==> config.mk <==
export PLATFORM = sky130hd
export DESIGN_NAME = dtc_debug_trigger_control
export DESIGN_NICKNAME = d
export VERILOG_FILES = /design/src/core/dtc_pkg.sv /design/src/core/dtc_debug_trigger_control.sv
export SDC_FILE = /design/constraint.sdc
export NUM_CORES = 1
export LEC_CHECK = 0
export ABC_CLOCK_PERIOD_IN_PS = 6350
export BUFFER_PORTS_ARGS = -buffer_cell sky130_fd_sc_hd__buf_4
export CAP_MARGIN = 20
export CORE_AREA = 3 3 76 78
export CTS_CLUSTER_DIAMETER = 40
export CTS_CLUSTER_SIZE = 12
export DETAILED_ROUTE_END_ITERATION = 8
export DIE_AREA = 0 0 79 81
export GPL_TIMING_DRIVEN = 1
export PLACE_DENSITY_LB_ADDON = 0.2
export SLEW_MARGIN = 20
export SYNTH_ARGS = -nofsm -noshare
export SYNTH_HDL_FRONTEND = slang
export SYNTH_SLANG_ARGS = --single-unit
==> constraint.sdc <==
create_clock -name core_clk -period 6.35 [get_ports core_clk]
set_input_delay 0.3175 -clock core_clk [delete_from_list [all_inputs] [get_ports core_clk]]
set_output_delay 0.3175 -clock core_clk [all_outputs]
set_load 0.01 [all_outputs]
==> src/core/dtc_pkg.sv <==
package dtc_pkg;
  // ==========================================================
  // Register offsets (byte addresses, one word each)
  localparam logic [7:0] OFS_CONTROL = 8'h00;
  localparam logic [7:0] OFS_TRIGGER = 8'h04;
  localparam logic [7:0] OFS_STATUS  = 8'h08;
  // ==========================================================
  // Control register fields
  localparam int BIT_ENABLE   = 7;
  localparam int BIT_ARM      = 6;
  localparam int BIT_TAG      = 5;
  localparam int BIT_BREAK_REQUEST_ENABLE    = 4;
  localparam int BIT_RWA      = 3;
  localparam int BIT_CMP_A_DIRECTION_QUALIFY    = 2;
  localparam int BIT_RWB      = 1;
  localparam int BIT_CMP_B_DIRECTION_QUALIFY    = 0;
  // ==========================================================
  // Trigger register fields
  localparam int BIT_TRIGGER_QUALIFY_SELECT   = 7;
  localparam int BIT_BEGIN    = 6;
  localparam logic [7:0] TRIG_WMASK = 8'hCF;
  // ==========================================================
  // Reset values
  localparam logic [7:0] CONTROL_RST = 8'h00;
  localparam logic [7:0] TRIGGER_RST = 8'h00;
  // ==========================================================
  // Trigger modes
  typedef enum logic [3:0] {
    DTC_A_ONLY   = 4'h0,
    DTC_A_OR_B   = 4'h1,
    DTC_A_THEN_B = 4'h2,
    DTC_EV_B     = 4'h3,
    DTC_A_EV_B   = 4'h4,
    DTC_A_AND_B  = 4'h5,
    DTC_A_NAND_B = 4'h6,
    DTC_INSIDE   = 4'h7,
    DTC_OUTSIDE  = 4'h8
  } dtc_mode_e;
  // Run sequencer states, Gray along idle-wait-run
  typedef enum logic [1:0] {
    DTC_IDLE  = 2'b00,
    DTC_WAITA = 2'b01,
    DTC_RUN   = 2'b11
  } dtc_state_e;
endpackage

==> src/core/dtc_debug_trigger_control.sv <==
`timescale 1ns/10ps
module dtc_debug_trigger_control
  import dtc_pkg::*;
(
  // Clock and reset
  input  wire logic        core_clk,
  input  wire logic        rstn,
  // Wishbone slave
  input  wire logic        wb_cyc_i,
  input  wire logic        wb_stb_i,
  input  wire logic        wb_we_i,
  input  wire logic [7:0]  wb_adr_i,
  input  wire logic [3:0]  wb_sel_i,
  input  wire logic [31:0] wb_dat_i,
  output logic      [31:0] wb_dat_o,
  output logic             wb_ack_o,
  output logic             wb_err_o,
  // Chip security
  input  wire logic        chipSecure,
  // Bus watch inputs from comparators and opcode tracker
  input  wire logic        busValid,
  input  wire logic        busRead,
  input  wire logic [15:0] busAddr,
  input  wire logic [15:0] cmpAValue,
  input  wire logic [15:0] cmpBValue,
  input  wire logic        dataBMatch,
  input  wire logic        opExecA,
  input  wire logic        opExecB,
  // Trace FIFO side
  input  wire logic        fifoFull,
  output logic             fifoStore,
  output logic             fifoCircular,
  output logic             eventOnly,
  output logic             runStart,
  // CPU break side
  output logic             breakReq,
  output logic             breakTag
);

  // ==========================================================
  // Helpers
  function automatic logic dir_ok(input logic qual, input logic want, input logic rd);
    dir_ok = !qual || (want == rd);
  endfunction

  function automatic logic is_event_only(input logic [3:0] m);
    is_event_only = (m == DTC_EV_B) || (m == DTC_A_EV_B);
  endfunction

  // ==========================================================
  // Registers
  logic [7:0] control_q, control_d;
  logic [7:0] trigger_q, trigger_d;
  logic       runFlag_q, runFlag_d;
  logic       ackQ_q,    ackQ_d;
  logic [31:0] rdata_q,  rdata_d;
  dtc_state_e state_q,   state_d;
  logic       brk_q,     brk_d;
  logic       start_q,   start_d;
  logic       begun_q,   begun_d;
  logic       secureS1_q, secureS2_q;

  logic       wbReq, wrCtl, wrTrg, mapped;
  logic       enable, armed, beginTrace;
  logic       rawA, rawB, matchA, matchB, hitA, hitB, inRange;
  logic       trigger, complete;
  logic [3:0] mode;

  assign wbReq  = wb_cyc_i && wb_stb_i && !ackQ_q;
  assign mapped = (wb_adr_i == OFS_CONTROL) || (wb_adr_i == OFS_TRIGGER)
               || (wb_adr_i == OFS_STATUS);
  assign wrCtl  = wbReq && wb_we_i && wb_sel_i[0] && (wb_adr_i == OFS_CONTROL);
  assign wrTrg  = wbReq && wb_we_i && wb_sel_i[0] && (wb_adr_i == OFS_TRIGGER);
  assign enable = control_q[BIT_ENABLE];
  assign armed  = control_q[BIT_ARM] && enable;
  assign mode   = trigger_q[3:0];

  // ==========================================================
  // Comparator qualification
  always_comb begin
    rawA    = busValid && (busAddr == cmpAValue);
    rawB    = busValid && (busAddr == cmpBValue);
    matchA  = rawA && dir_ok(control_q[BIT_CMP_A_DIRECTION_QUALIFY], control_q[BIT_RWA], busRead);
    matchB  = rawB && dir_ok(control_q[BIT_CMP_B_DIRECTION_QUALIFY], control_q[BIT_RWB], busRead);
    // Opcode qualify select lets only executed opcodes through
    hitA    = trigger_q[BIT_TRIGGER_QUALIFY_SELECT] ? (matchA && opExecA) : matchA;
    hitB    = trigger_q[BIT_TRIGGER_QUALIFY_SELECT] ? (matchB && opExecB) : matchB;
    inRange = busValid && (busAddr >= cmpAValue) && (busAddr <= cmpBValue);
    beginTrace = trigger_q[BIT_BEGIN] || is_event_only(mode);
  end

  // ==========================================================
  // Trigger detection and run sequencing
  always_comb begin
    state_d = state_q;
    trigger = 1'b0;
    start_d = 1'b0;
    case (mode)
      DTC_A_ONLY:   trigger = hitA;
      DTC_A_OR_B:   trigger = hitA || hitB;
      DTC_A_THEN_B: trigger = (state_q == DTC_RUN) && hitB;
      DTC_EV_B:     trigger = hitB;
      DTC_A_EV_B:   trigger = (state_q == DTC_RUN) && hitB;
      DTC_A_AND_B:  trigger = hitA && dataBMatch;
      DTC_A_NAND_B: trigger = hitA && !dataBMatch;
      DTC_INSIDE:   trigger = inRange;
      DTC_OUTSIDE:  trigger = busValid && ((busAddr < cmpAValue) || (busAddr > cmpBValue));
      default:      trigger = 1'b0;
    endcase
    case (state_q)
      DTC_IDLE: begin
        if (armed) begin
          state_d = DTC_WAITA;
          start_d = 1'b1;
        end
      end
      DTC_WAITA: begin
        if (!armed) begin
          state_d = DTC_IDLE;
        end else if (hitA) begin
          state_d = DTC_RUN;
        end
      end
      DTC_RUN: begin
        if (!armed) begin
          state_d = DTC_IDLE;
        end
      end
      default: state_d = DTC_IDLE;
    endcase
    // Begin trace ends on full, end trace ends on trigger
    complete = armed && (beginTrace ? fifoFull : trigger);
    // Same timing whether qualify select is access or opcode
    brk_d    = complete && control_q[BIT_BREAK_REQUEST_ENABLE];
    // Begin trace stores only once its trigger has been seen
    begun_d  = armed && (begun_q || (beginTrace && trigger));
  end

  // ==========================================================
  // Register file
  always_comb begin
    control_d = control_q;
    trigger_d = trigger_q;
    runFlag_d = runFlag_q;
    if (complete) begin
      control_d[BIT_ARM] = 1'b0;
      runFlag_d          = 1'b0;
    end
    if (wrCtl) begin
      control_d = wb_dat_i[7:0];
      control_d[BIT_ENABLE] = wb_dat_i[BIT_ENABLE] && !secureS2_q;
      runFlag_d = wb_dat_i[BIT_ARM] && control_d[BIT_ENABLE];
      if (!wb_dat_i[BIT_ARM] || !wb_dat_i[BIT_ENABLE]) begin
        control_d[BIT_ARM] = 1'b0;
        runFlag_d          = 1'b0;
      end
    end
    if (wrTrg && !control_q[BIT_ARM]) begin
      trigger_d = wb_dat_i[7:0] & TRIG_WMASK;
    end
    ackQ_d  = wb_cyc_i && wb_stb_i && !ackQ_q;
    rdata_d = 32'h0000_0000;
    case (wb_adr_i)
      OFS_CONTROL: rdata_d = {24'h00_0000, control_q};
      OFS_TRIGGER: rdata_d = {24'h00_0000, trigger_q & TRIG_WMASK};
      OFS_STATUS:  rdata_d = {30'h0000_0000, state_q != DTC_IDLE, runFlag_q && enable};
      default:     rdata_d = 32'h0000_0000;
    endcase
  end

  always_ff @(posedge core_clk) begin
    if (!rstn) begin
      control_q  <= CONTROL_RST;
      trigger_q  <= TRIGGER_RST;
      runFlag_q  <= 1'b0;
      ackQ_q     <= 1'b0;
      rdata_q    <= 32'h0000_0000;
      state_q    <= DTC_IDLE;
      brk_q      <= 1'b0;
      start_q    <= 1'b0;
      begun_q    <= 1'b0;
      secureS1_q <= 1'b1;
      secureS2_q <= 1'b1;
    end else begin
      control_q  <= control_d;
      trigger_q  <= trigger_d;
      runFlag_q  <= runFlag_d;
      ackQ_q     <= ackQ_d;
      rdata_q    <= rdata_d;
      state_q    <= state_d;
      brk_q      <= brk_d;
      start_q    <= start_d;
      begun_q    <= begun_d;
      secureS1_q <= chipSecure;
      secureS2_q <= secureS1_q;
    end
  end

  // ==========================================================
  // Outputs
  assign wb_ack_o     = ackQ_q && mapped;
  assign wb_err_o     = ackQ_q && !mapped;
  assign wb_dat_o     = rdata_q;
  assign breakReq     = brk_q;
  assign breakTag     = brk_q && control_q[BIT_TAG];
  assign fifoStore    = armed && (!beginTrace || begun_q || trigger);
  assign fifoCircular = !beginTrace;
  assign eventOnly    = is_event_only(mode);
  assign runStart     = start_q;

  // ==========================================================
  // Checks
  a_secure_enable: assert property (@(posedge core_clk) disable iff (!rstn)
    secureS2_q && !control_q[BIT_ENABLE] |=> !control_q[BIT_ENABLE])
    else $error("enable set while secure");
  a_arm_write: assert property (@(posedge core_clk) disable iff (!rstn)
    wrCtl && wb_dat_i[BIT_ARM] && wb_dat_i[BIT_ENABLE] && !secureS2_q
    |=> control_q[BIT_ARM] && runFlag_q)
    else $error("arm write not taken");
  a_manual_stop: assert property (@(posedge core_clk) disable iff (!rstn)
    wrCtl && !wb_dat_i[BIT_ARM] |=> !control_q[BIT_ARM] && !runFlag_q)
    else $error("run not stopped");
  a_break_gate: assert property (@(posedge core_clk) disable iff (!rstn)
    breakReq |-> $past(control_q[BIT_BREAK_REQUEST_ENABLE]) && $past(armed))
    else $error("break without enable");
  a_tag_gate: assert property (@(posedge core_clk) disable iff (!rstn)
    breakTag |-> breakReq)
    else $error("tag without break");
  a_begin_full: assert property (@(posedge core_clk) disable iff (!rstn)
    armed && beginTrace && fifoFull && !wrCtl |=> !control_q[BIT_ARM])
    else $error("begin run not completed");
  a_trg_locked: assert property (@(posedge core_clk) disable iff (!rstn)
    control_q[BIT_ARM] |=> $stable(trigger_q))
    else $error("trigger written while armed");
  a_trg_zero: assert property (@(posedge core_clk) disable iff (!rstn)
    trigger_q[5:4] == 2'b00)
    else $error("reserved trigger bits set");
  a_no_trigger: assert property (@(posedge core_clk) disable iff (!rstn)
    mode > 4'h8 |-> !trigger)
    else $error("reserved mode triggered");
  a_event_begin: assert property (@(posedge core_clk) disable iff (!rstn)
    is_event_only(mode) |-> !fifoCircular)
    else $error("event mode not begin trace");
  a_event_flag: assert property (@(posedge core_clk) disable iff (!rstn)
    eventOnly |-> beginTrace)
    else $error("event flag without begin trace");

  // ==========================================================
  // Bus checks
  a_ack_pulse: assert property (@(posedge core_clk) disable iff (!rstn)
    wb_ack_o |=> !wb_ack_o)
    else $error("ack longer than one cycle");
  a_err_only: assert property (@(posedge core_clk) disable iff (!rstn)
    wb_err_o |-> !wb_ack_o)
    else $error("ack and error together");
  a_ctl_write: assert property (@(posedge core_clk) disable iff (!rstn)
    wrCtl |=> control_q[5:0] == $past(wb_dat_i[5:0]))
    else $error("control write lost");
  a_trg_write: assert property (@(posedge core_clk) disable iff (!rstn)
    wrTrg && !control_q[BIT_ARM] |=> trigger_q == ($past(wb_dat_i[7:0]) & TRIG_WMASK))
    else $error("trigger write lost");
  a_enable_stop: assert property (@(posedge core_clk) disable iff (!rstn)
    wrCtl && !wb_dat_i[BIT_ENABLE] |=> !armed)
    else $error("run not stopped by enable");

  // ==========================================================
  // Break and run checks
  a_break_clear: assert property (@(posedge core_clk) disable iff (!rstn)
    breakReq && !$past(wrCtl) |-> !control_q[BIT_ARM])
    else $error("arm kept after break");
  a_tag_force: assert property (@(posedge core_clk) disable iff (!rstn)
    breakReq && !control_q[BIT_TAG] |-> !breakTag)
    else $error("tag break in force mode");
  a_tag_follow: assert property (@(posedge core_clk) disable iff (!rstn)
    breakReq && control_q[BIT_TAG] |-> breakTag)
    else $error("force break in tag mode");
  a_brk_off: assert property (@(posedge core_clk) disable iff (!rstn)
    !control_q[BIT_BREAK_REQUEST_ENABLE] && !$past(control_q[BIT_BREAK_REQUEST_ENABLE]) |-> !breakReq)
    else $error("break while disabled");
  a_end_break: assert property (@(posedge core_clk) disable iff (!rstn)
    armed && !beginTrace && trigger && control_q[BIT_BREAK_REQUEST_ENABLE] |=> breakReq)
    else $error("end trace break missing");
  a_full_break: assert property (@(posedge core_clk) disable iff (!rstn)
    armed && beginTrace && fifoFull && control_q[BIT_BREAK_REQUEST_ENABLE] |=> breakReq)
    else $error("begin trace break missing");
  a_run_start: assert property (@(posedge core_clk) disable iff (!rstn)
    runStart |-> $past(armed))
    else $error("run start while not armed");
  a_store_off: assert property (@(posedge core_clk) disable iff (!rstn)
    !armed |-> !fifoStore)
    else $error("store while not armed");
  a_begin_wait: assert property (@(posedge core_clk) disable iff (!rstn)
    armed && beginTrace && !begun_q && !trigger |-> !fifoStore)
    else $error("begin trace stored early");
  a_circ_end: assert property (@(posedge core_clk) disable iff (!rstn)
    !trigger_q[BIT_BEGIN] && !is_event_only(mode) |-> fifoCircular)
    else $error("end trace not circular");
  a_circ_begin: assert property (@(posedge core_clk) disable iff (!rstn)
    trigger_q[BIT_BEGIN] |-> !fifoCircular)
    else $error("begin trace circular");

  // ==========================================================
  // Match checks
  a_opcode_gate: assert property (@(posedge core_clk) disable iff (!rstn)
    trigger_q[BIT_TRIGGER_QUALIFY_SELECT] && !opExecA |-> !hitA)
    else $error("unexecuted opcode hit");
  a_dir_a: assert property (@(posedge core_clk) disable iff (!rstn)
    control_q[BIT_CMP_A_DIRECTION_QUALIFY] && (busRead != control_q[BIT_RWA]) |-> !matchA)
    else $error("comparator A wrong direction");
  a_free_a: assert property (@(posedge core_clk) disable iff (!rstn)
    !control_q[BIT_CMP_A_DIRECTION_QUALIFY] && rawA |-> matchA)
    else $error("comparator A direction used");
  a_dir_b: assert property (@(posedge core_clk) disable iff (!rstn)
    control_q[BIT_CMP_B_DIRECTION_QUALIFY] && (busRead != control_q[BIT_RWB]) |-> !matchB)
    else $error("comparator B wrong direction");
  a_free_b: assert property (@(posedge core_clk) disable iff (!rstn)
    !control_q[BIT_CMP_B_DIRECTION_QUALIFY] && rawB |-> matchB)
    else $error("comparator B direction used");
  a_then_b: assert property (@(posedge core_clk) disable iff (!rstn)
    mode == DTC_A_THEN_B && state_q != DTC_RUN |-> !trigger)
    else $error("B before A");
  a_nand_b: assert property (@(posedge core_clk) disable iff (!rstn)
    mode == DTC_A_NAND_B && dataBMatch |-> !trigger)
    else $error("nand mode fired on data match");
  a_range_in: assert property (@(posedge core_clk) disable iff (!rstn)
    mode == DTC_INSIDE && busValid && busAddr >= cmpAValue && busAddr <= cmpBValue
    |-> trigger)
    else $error("inside range missed");

endmodule

======== Word level (Yosys, flattened, before mapping) ========
Index checks and enable logic that the tools add are counted.
word-level totals
  logic and storage cells ................. 112
  bits in latches ......................... 0
  bits of input ports ..................... 104
  register bits after elaboration ......... 55
  bits in read-only memories .............. 0
  bits in writable memories ............... 0
  memories ................................ 0
operators by class
  divide/modulo/power cells ............... 0
  multiply operators ...................... 0
  reductions and logical operators ........ 61
  eq/ne operators ......................... 19
  shifts and indexed selects .............. 0
  $add $sub $neg .......................... 0
  $lt $le $gt $ge ......................... 4
  mux-type cells .......................... 16
  bitwise operators ....................... 0
operators with widths
  kind                                                                    count
  16-bit equality test                                                    2
  1-bit logical AND                                                       31
  8-bit one-hot mux with 3 select lines                                   1
  4-bit by 3-bit equality test with 1-bit output (second input constant)  4
  16-bit >= comparator                                                    1
  16-bit greater-than comparator                                          1
  16-bit less-or-equal comparator                                         1
  16-bit less-than comparator                                             1
  1-bit logical OR                                                        12
  1-bit logical NOT                                                       10
  4-bit by 2-bit equality test with 1-bit output (second input constant)  2
  8-bit by 3-bit equality test with 1-bit output (second input constant)  1
  8-bit by 4-bit equality test with 1-bit output (second input constant)  1
  8-bit logical NOT                                                       1
  1-bit two-way mux                                                       8
  2-bit two-way mux                                                       4
  1-bit one-hot mux with 8 select lines                                   1
  7-bit two-way mux                                                       1
  2-bit one-hot mux with 3 select lines                                   1
  4-bit by 1-bit equality test with 1-bit output (second input constant)  1
  4-bit equality test (second input constant)                             1
  4-bit logical NOT                                                       1
  2-bit inequality test (second input constant)                           2
  2-bit nonzero test                                                      2
  other kinds (8)                                                         9

======== Logic depth before layout (Yosys ltp) ========
  word-level depth ........................ 11
  mapped depth ............................ 10

======== Least setup slack after synthesis ========
No wires, ideal clock.
  path kind ............................... input to output
  from .................................... input cmpBValue[14]
  to ...................................... output fifoStore
  stages .................................. 9
  path slack .............................. 3.907 ns
  required time ........................... 6.032 ns
  arrival ................................. 2.126 ns
  cell sequence ........................... inv_1 > ha_1 > nand4_1 > or3_1 > a21o_1 > and3_4 > o211ai_2 > nand3_1 > o311a_1
between the ends
  word-level cells in the longest chain between the ends .. 9
  elaborated cells on any way between the ends .. 15
  classes of those cells .................. order compare: 2; eq/ne: 1; mux: 2; reduce/logical: 10
ends and longest elaborated chain
  what                                                                                    line                              source
  start, declared                                                                         dtc_debug_trigger_control.sv:25   input wire logic [15:0] cmpBValue,
  parallel branches: the longest is 6 deep, another holds 16-bit greater-than comparator  -
  1-bit one-hot mux with 8 select lines *                                                 dtc_debug_trigger_control.sv:98   case (mode)
  1-bit logical OR *                                                                      dtc_debug_trigger_control.sv:206  assign fifoStore = armed && (!beginTrace || begun_q || trigger);
  1-bit logical AND *                                                                     dtc_debug_trigger_control.sv:206
  end, declared                                                                           dtc_debug_trigger_control.sv:31   output logic fifoStore,
Mark *: on every way between the ends.

======== Worst setup path after layout ========
  from .................................... input busAddr[14]
  to ...................................... output fifoStore
between the ends
  word-level cells in the longest chain between the ends .. 9
  elaborated cells on any way between the ends .. 25
  classes of those cells .................. order compare: 4; eq/ne: 2; mux: 3; reduce/logical: 16
ends and longest elaborated chain
  what                                                                                 line                              source
  start, declared                                                                      dtc_debug_trigger_control.sv:23   input wire logic [15:0] busAddr,
  parallel branches: the longest is 6 deep, another holds 16-bit less-than comparator  -
  1-bit one-hot mux with 8 select lines *                                              dtc_debug_trigger_control.sv:98
  1-bit logical OR *                                                                   dtc_debug_trigger_control.sv:206
  1-bit logical AND *                                                                  dtc_debug_trigger_control.sv:206
Marks and branches as above.

==> results.md <==
- Status: complete, no violations
- DIE AREA: ~0.0064 mm2
- RSZ-0062 raised after global routing: false
- Filler cell count: 469
- Vias in the first global route: 2,114
- Max H-tree Level: 2
- Critical path arrival: 2.54 ns
- Core Util, Final: 0.624
- DR vias: 2,279
- Router iterations before antenna repair: 4
- Grt total ovfl: 0
- Worst-Skew Late Latency: between 0.2 and 0.3 ns
- Async S/R FF share, synth: 0
- Largest area contributor in the netlist: dfxtp_1
- Worst vdd ir: 0.223 mV
- Synth area leaders: dfxtp_1 25%, ha_1 16%, buf_4 7.3%
- # resized after CTS: 0
- CTS tree: yes
- N_diodes: 0
- Max_cap viols: 0
- Die W: 79 um
- Hold/Removal Path Class: in -> reg
- Die Y-Extent: 81 um
- Placed wire-length estimate: approximately 5000 um
- Startpoint types: input port
- Final Cycle Share: 0.450
- CTS Hold Buffers Added: 0
- Port Buf Inserts: 92
- Fraction of layout instances using a drive strength above 1: 0.287
- DRC errors left: 0
- EDFF count, synth: 0
- Max FO, Critical Path: 4
- Routed Antenna Nets: 0
- Fmax: 350 MHz
- Worst Skew: 0.00309 ns
- Slew @ Worst Pin: 0.589 ns
- Place WS: 3.52 ns
- Reg clk slew, reported paths: approximately 0.07 ns
- Root Driver: clkbuf_8
- Initial Util: 0.477
- Synthesis-to-layout area growth: 30.7%
- Final Max Slew Viols: 0
- Cells after Synth: about 300
- #FFs+latches synth: 31
- Syn_area_per_cell: 8.23 um2
- Fin. Hold Viols: 0
- Via density: 4.95
- CP required: 6.03 ns
- Clk buf depth: 2
- Setup ws final: 3.49 ns
- Synth warn: 0
- Main synth FF type: dfxtp_1
- Leakage: between 1.5 and 2 nW
- Tot GR Track Use: 0.187
- Number of DRC markers in iteration 0: 55
- DRT Wirelength: 5900 um
- Setup_tns: 0 ns
- Initial antenna violation count: 0
- FP Rows: 26
- Final Setup Violations: 0
- Post-synthesis sequential area ratio: 0.253
- CP endpoint kind: output port
- Post-CTS setup buffers: 0
- Crit path kind: in -> out
- Sink Count: 31
- Pin count of the biggest net entering global routing: 24
- Cell area after synthesis: 0.00245 mm2
- Core Box Area: 0.00514 mm2
- Yosys cell types: 55
- Cts bufs inserted: 5
- Slew headroom: 0.606
- Io pins: about 140
- First-pass GRT wire length: between 9000 and 10,000 um
- Routed WL per cell: 12.8 um
- Final worst path period need: 2.86 ns
- Total power: between 0.0004 and 0.0005 W
- Pwr dens: 156 mW/mm2
- Share of the synthesized area in the top cell type: 0.253
- GP Congestion: 0.774
- Fin nets: about 530
[synth_stat cells, drive strengths merged, types with 2 or more instances]
cell type  instances
nor3               3
inv               38
nand4             10
or4                2
clkbuf             3
o22ai              2
and2               2
nor4               2
nor2b              8
mux2i             13
nand2b             3
dfxtp             31
nand2             26
nand3              6
xor2               2
and3               4
buf               28
a21boi             8
nand3b             4
o211ai             3
or2                3
a21oi             20
nor2              15
ha                32
nor3b              5
o21ai              8
[report_power, final]
part	internal (W)	leakage, nW	total, W	switching (W)
clock network	0.000127	0.0612	0.000203	0.0000759
logic	0.0000548	1.25	0.000101	0.0000465
registers	0.000195	0.250	0.000196	0.000000400
total	0.000377	1.56	0.000500	0.000123
[path summary, 6_finish.rpt]
check	start	to	slack, ns	cells past startpoint
worst min register to register	secureS1_q	secureS2_q	0.43	1
worst max register to register	trigger_q[0]	runFlag_q	4.48	9
worst max-delay path	busAddr[14]	fifoStore	3.49	10
worst min-delay path	chipSecure	secureS1_q	0.21	2
[layout make-up]
| class | instances | area, um2 | area share |
|---|---|---|---|
| multi-input combinational | 221 | 1550 | 0.483 |
| sequential | 31 | 621 | 0.194 |
| timing repair buffer | 92 | 691 | 0.215 |
| inverter | 38 | 143 | 0.0445 |
| clock inverter | 2 | 35.0 | 0.0109 |
| clock buffer | 6 | 82.6 | 0.0258 |
| tap | 70 | 87.6 | 0.0273 |
[kinds of logic (layout without fill, tap and decap cells)]
kind of cell	Yosys count	count (layout)	share of synthesized area
xor+xnor	2	2	0.00714
mux	13	13	0.0530
buf+inv	69	138	0.151
other cells	1	24	0.00153
compound gates	53	53	0.145
flops	31	31	0.253
simple gates	97	97	0.226
fa+ha+maj	32	32	0.163
[layout by cell type, fill, tap and decap left out, types with 2 or more instances in the layout]
| master | n |
|---|---|
| clkbuf_8 | 6 |
| ha_1 | 32 |
| or2_2 | 2 |
| nor3b_1 | 3 |
| a21oi_1 | 20 |
| and3_1 | 3 |
| nand3_1 | 6 |
| and2_1 | 2 |
| o22ai_1 | 2 |
| conb_1 | 24 |
| nor2b_1 | 8 |
| nand3b_1 | 4 |
| inv_1 | 38 |
| mux2i_1 | 13 |
| o211ai_1 | 2 |
| o21ai_0 | 6 |
| nand2_1 | 26 |
| a21boi_0 | 8 |
| buf_4 | 92 |
| nand4_1 | 9 |
| nor2_1 | 15 |
| dfxtp_1 | 31 |
| xor2_1 | 2 |
| nor3_1 | 3 |
| nand2b_1 | 3 |
[metal layers]
layer	global-route usage	routed length [um]
met5	0	0
met4	0.0395	46
met3	0.0377	369
met2	0.325	2970
met1	0.239	2510
[registers in the layout (all words and copies together), names as in the netlist]
| register | count |
|---|---|
| control_q | 8 |
| wb_dat_o | 8 |
| trigger_q | 6 |
| state_q | 2 |
| ackQ_q | 1 |
| begun_q | 1 |
| breakReq | 1 |
| runFlag_q | 1 |
| runStart | 1 |
| secureS1_q | 1 |
| secureS2_q | 1 |
[through the flow]
| step | hold WS (ns) | cells | instance area, um2 |
|---|---|---|---|
| 6_report | 0.209 | 460 | 3210 |
| 5_1_grt | 0.225 | 460 | 3210 |
| 4_1_cts | 0.210 | 460 | 3210 |
| 3_5_place_dp | 0.399 | 452 | 3090 |
| 3_3_place_gp | 0.409 | 452 | 3090 |
| 2_1_floorplan | 0.386 | 321 | 2540 |
[critical path, stage by stage]
cell and delay (ns):
buf_4 0.12, ha_1 0.31, nand4_1 0.21, or3_1 0.44, a21o_1 0.18, and3_4 0.18, o211ai_2 0.20, nand3_1 0.12
o311a_1 0.32, buf_4 0.15
Note: power is estimated with default switching activity, not from simulation.
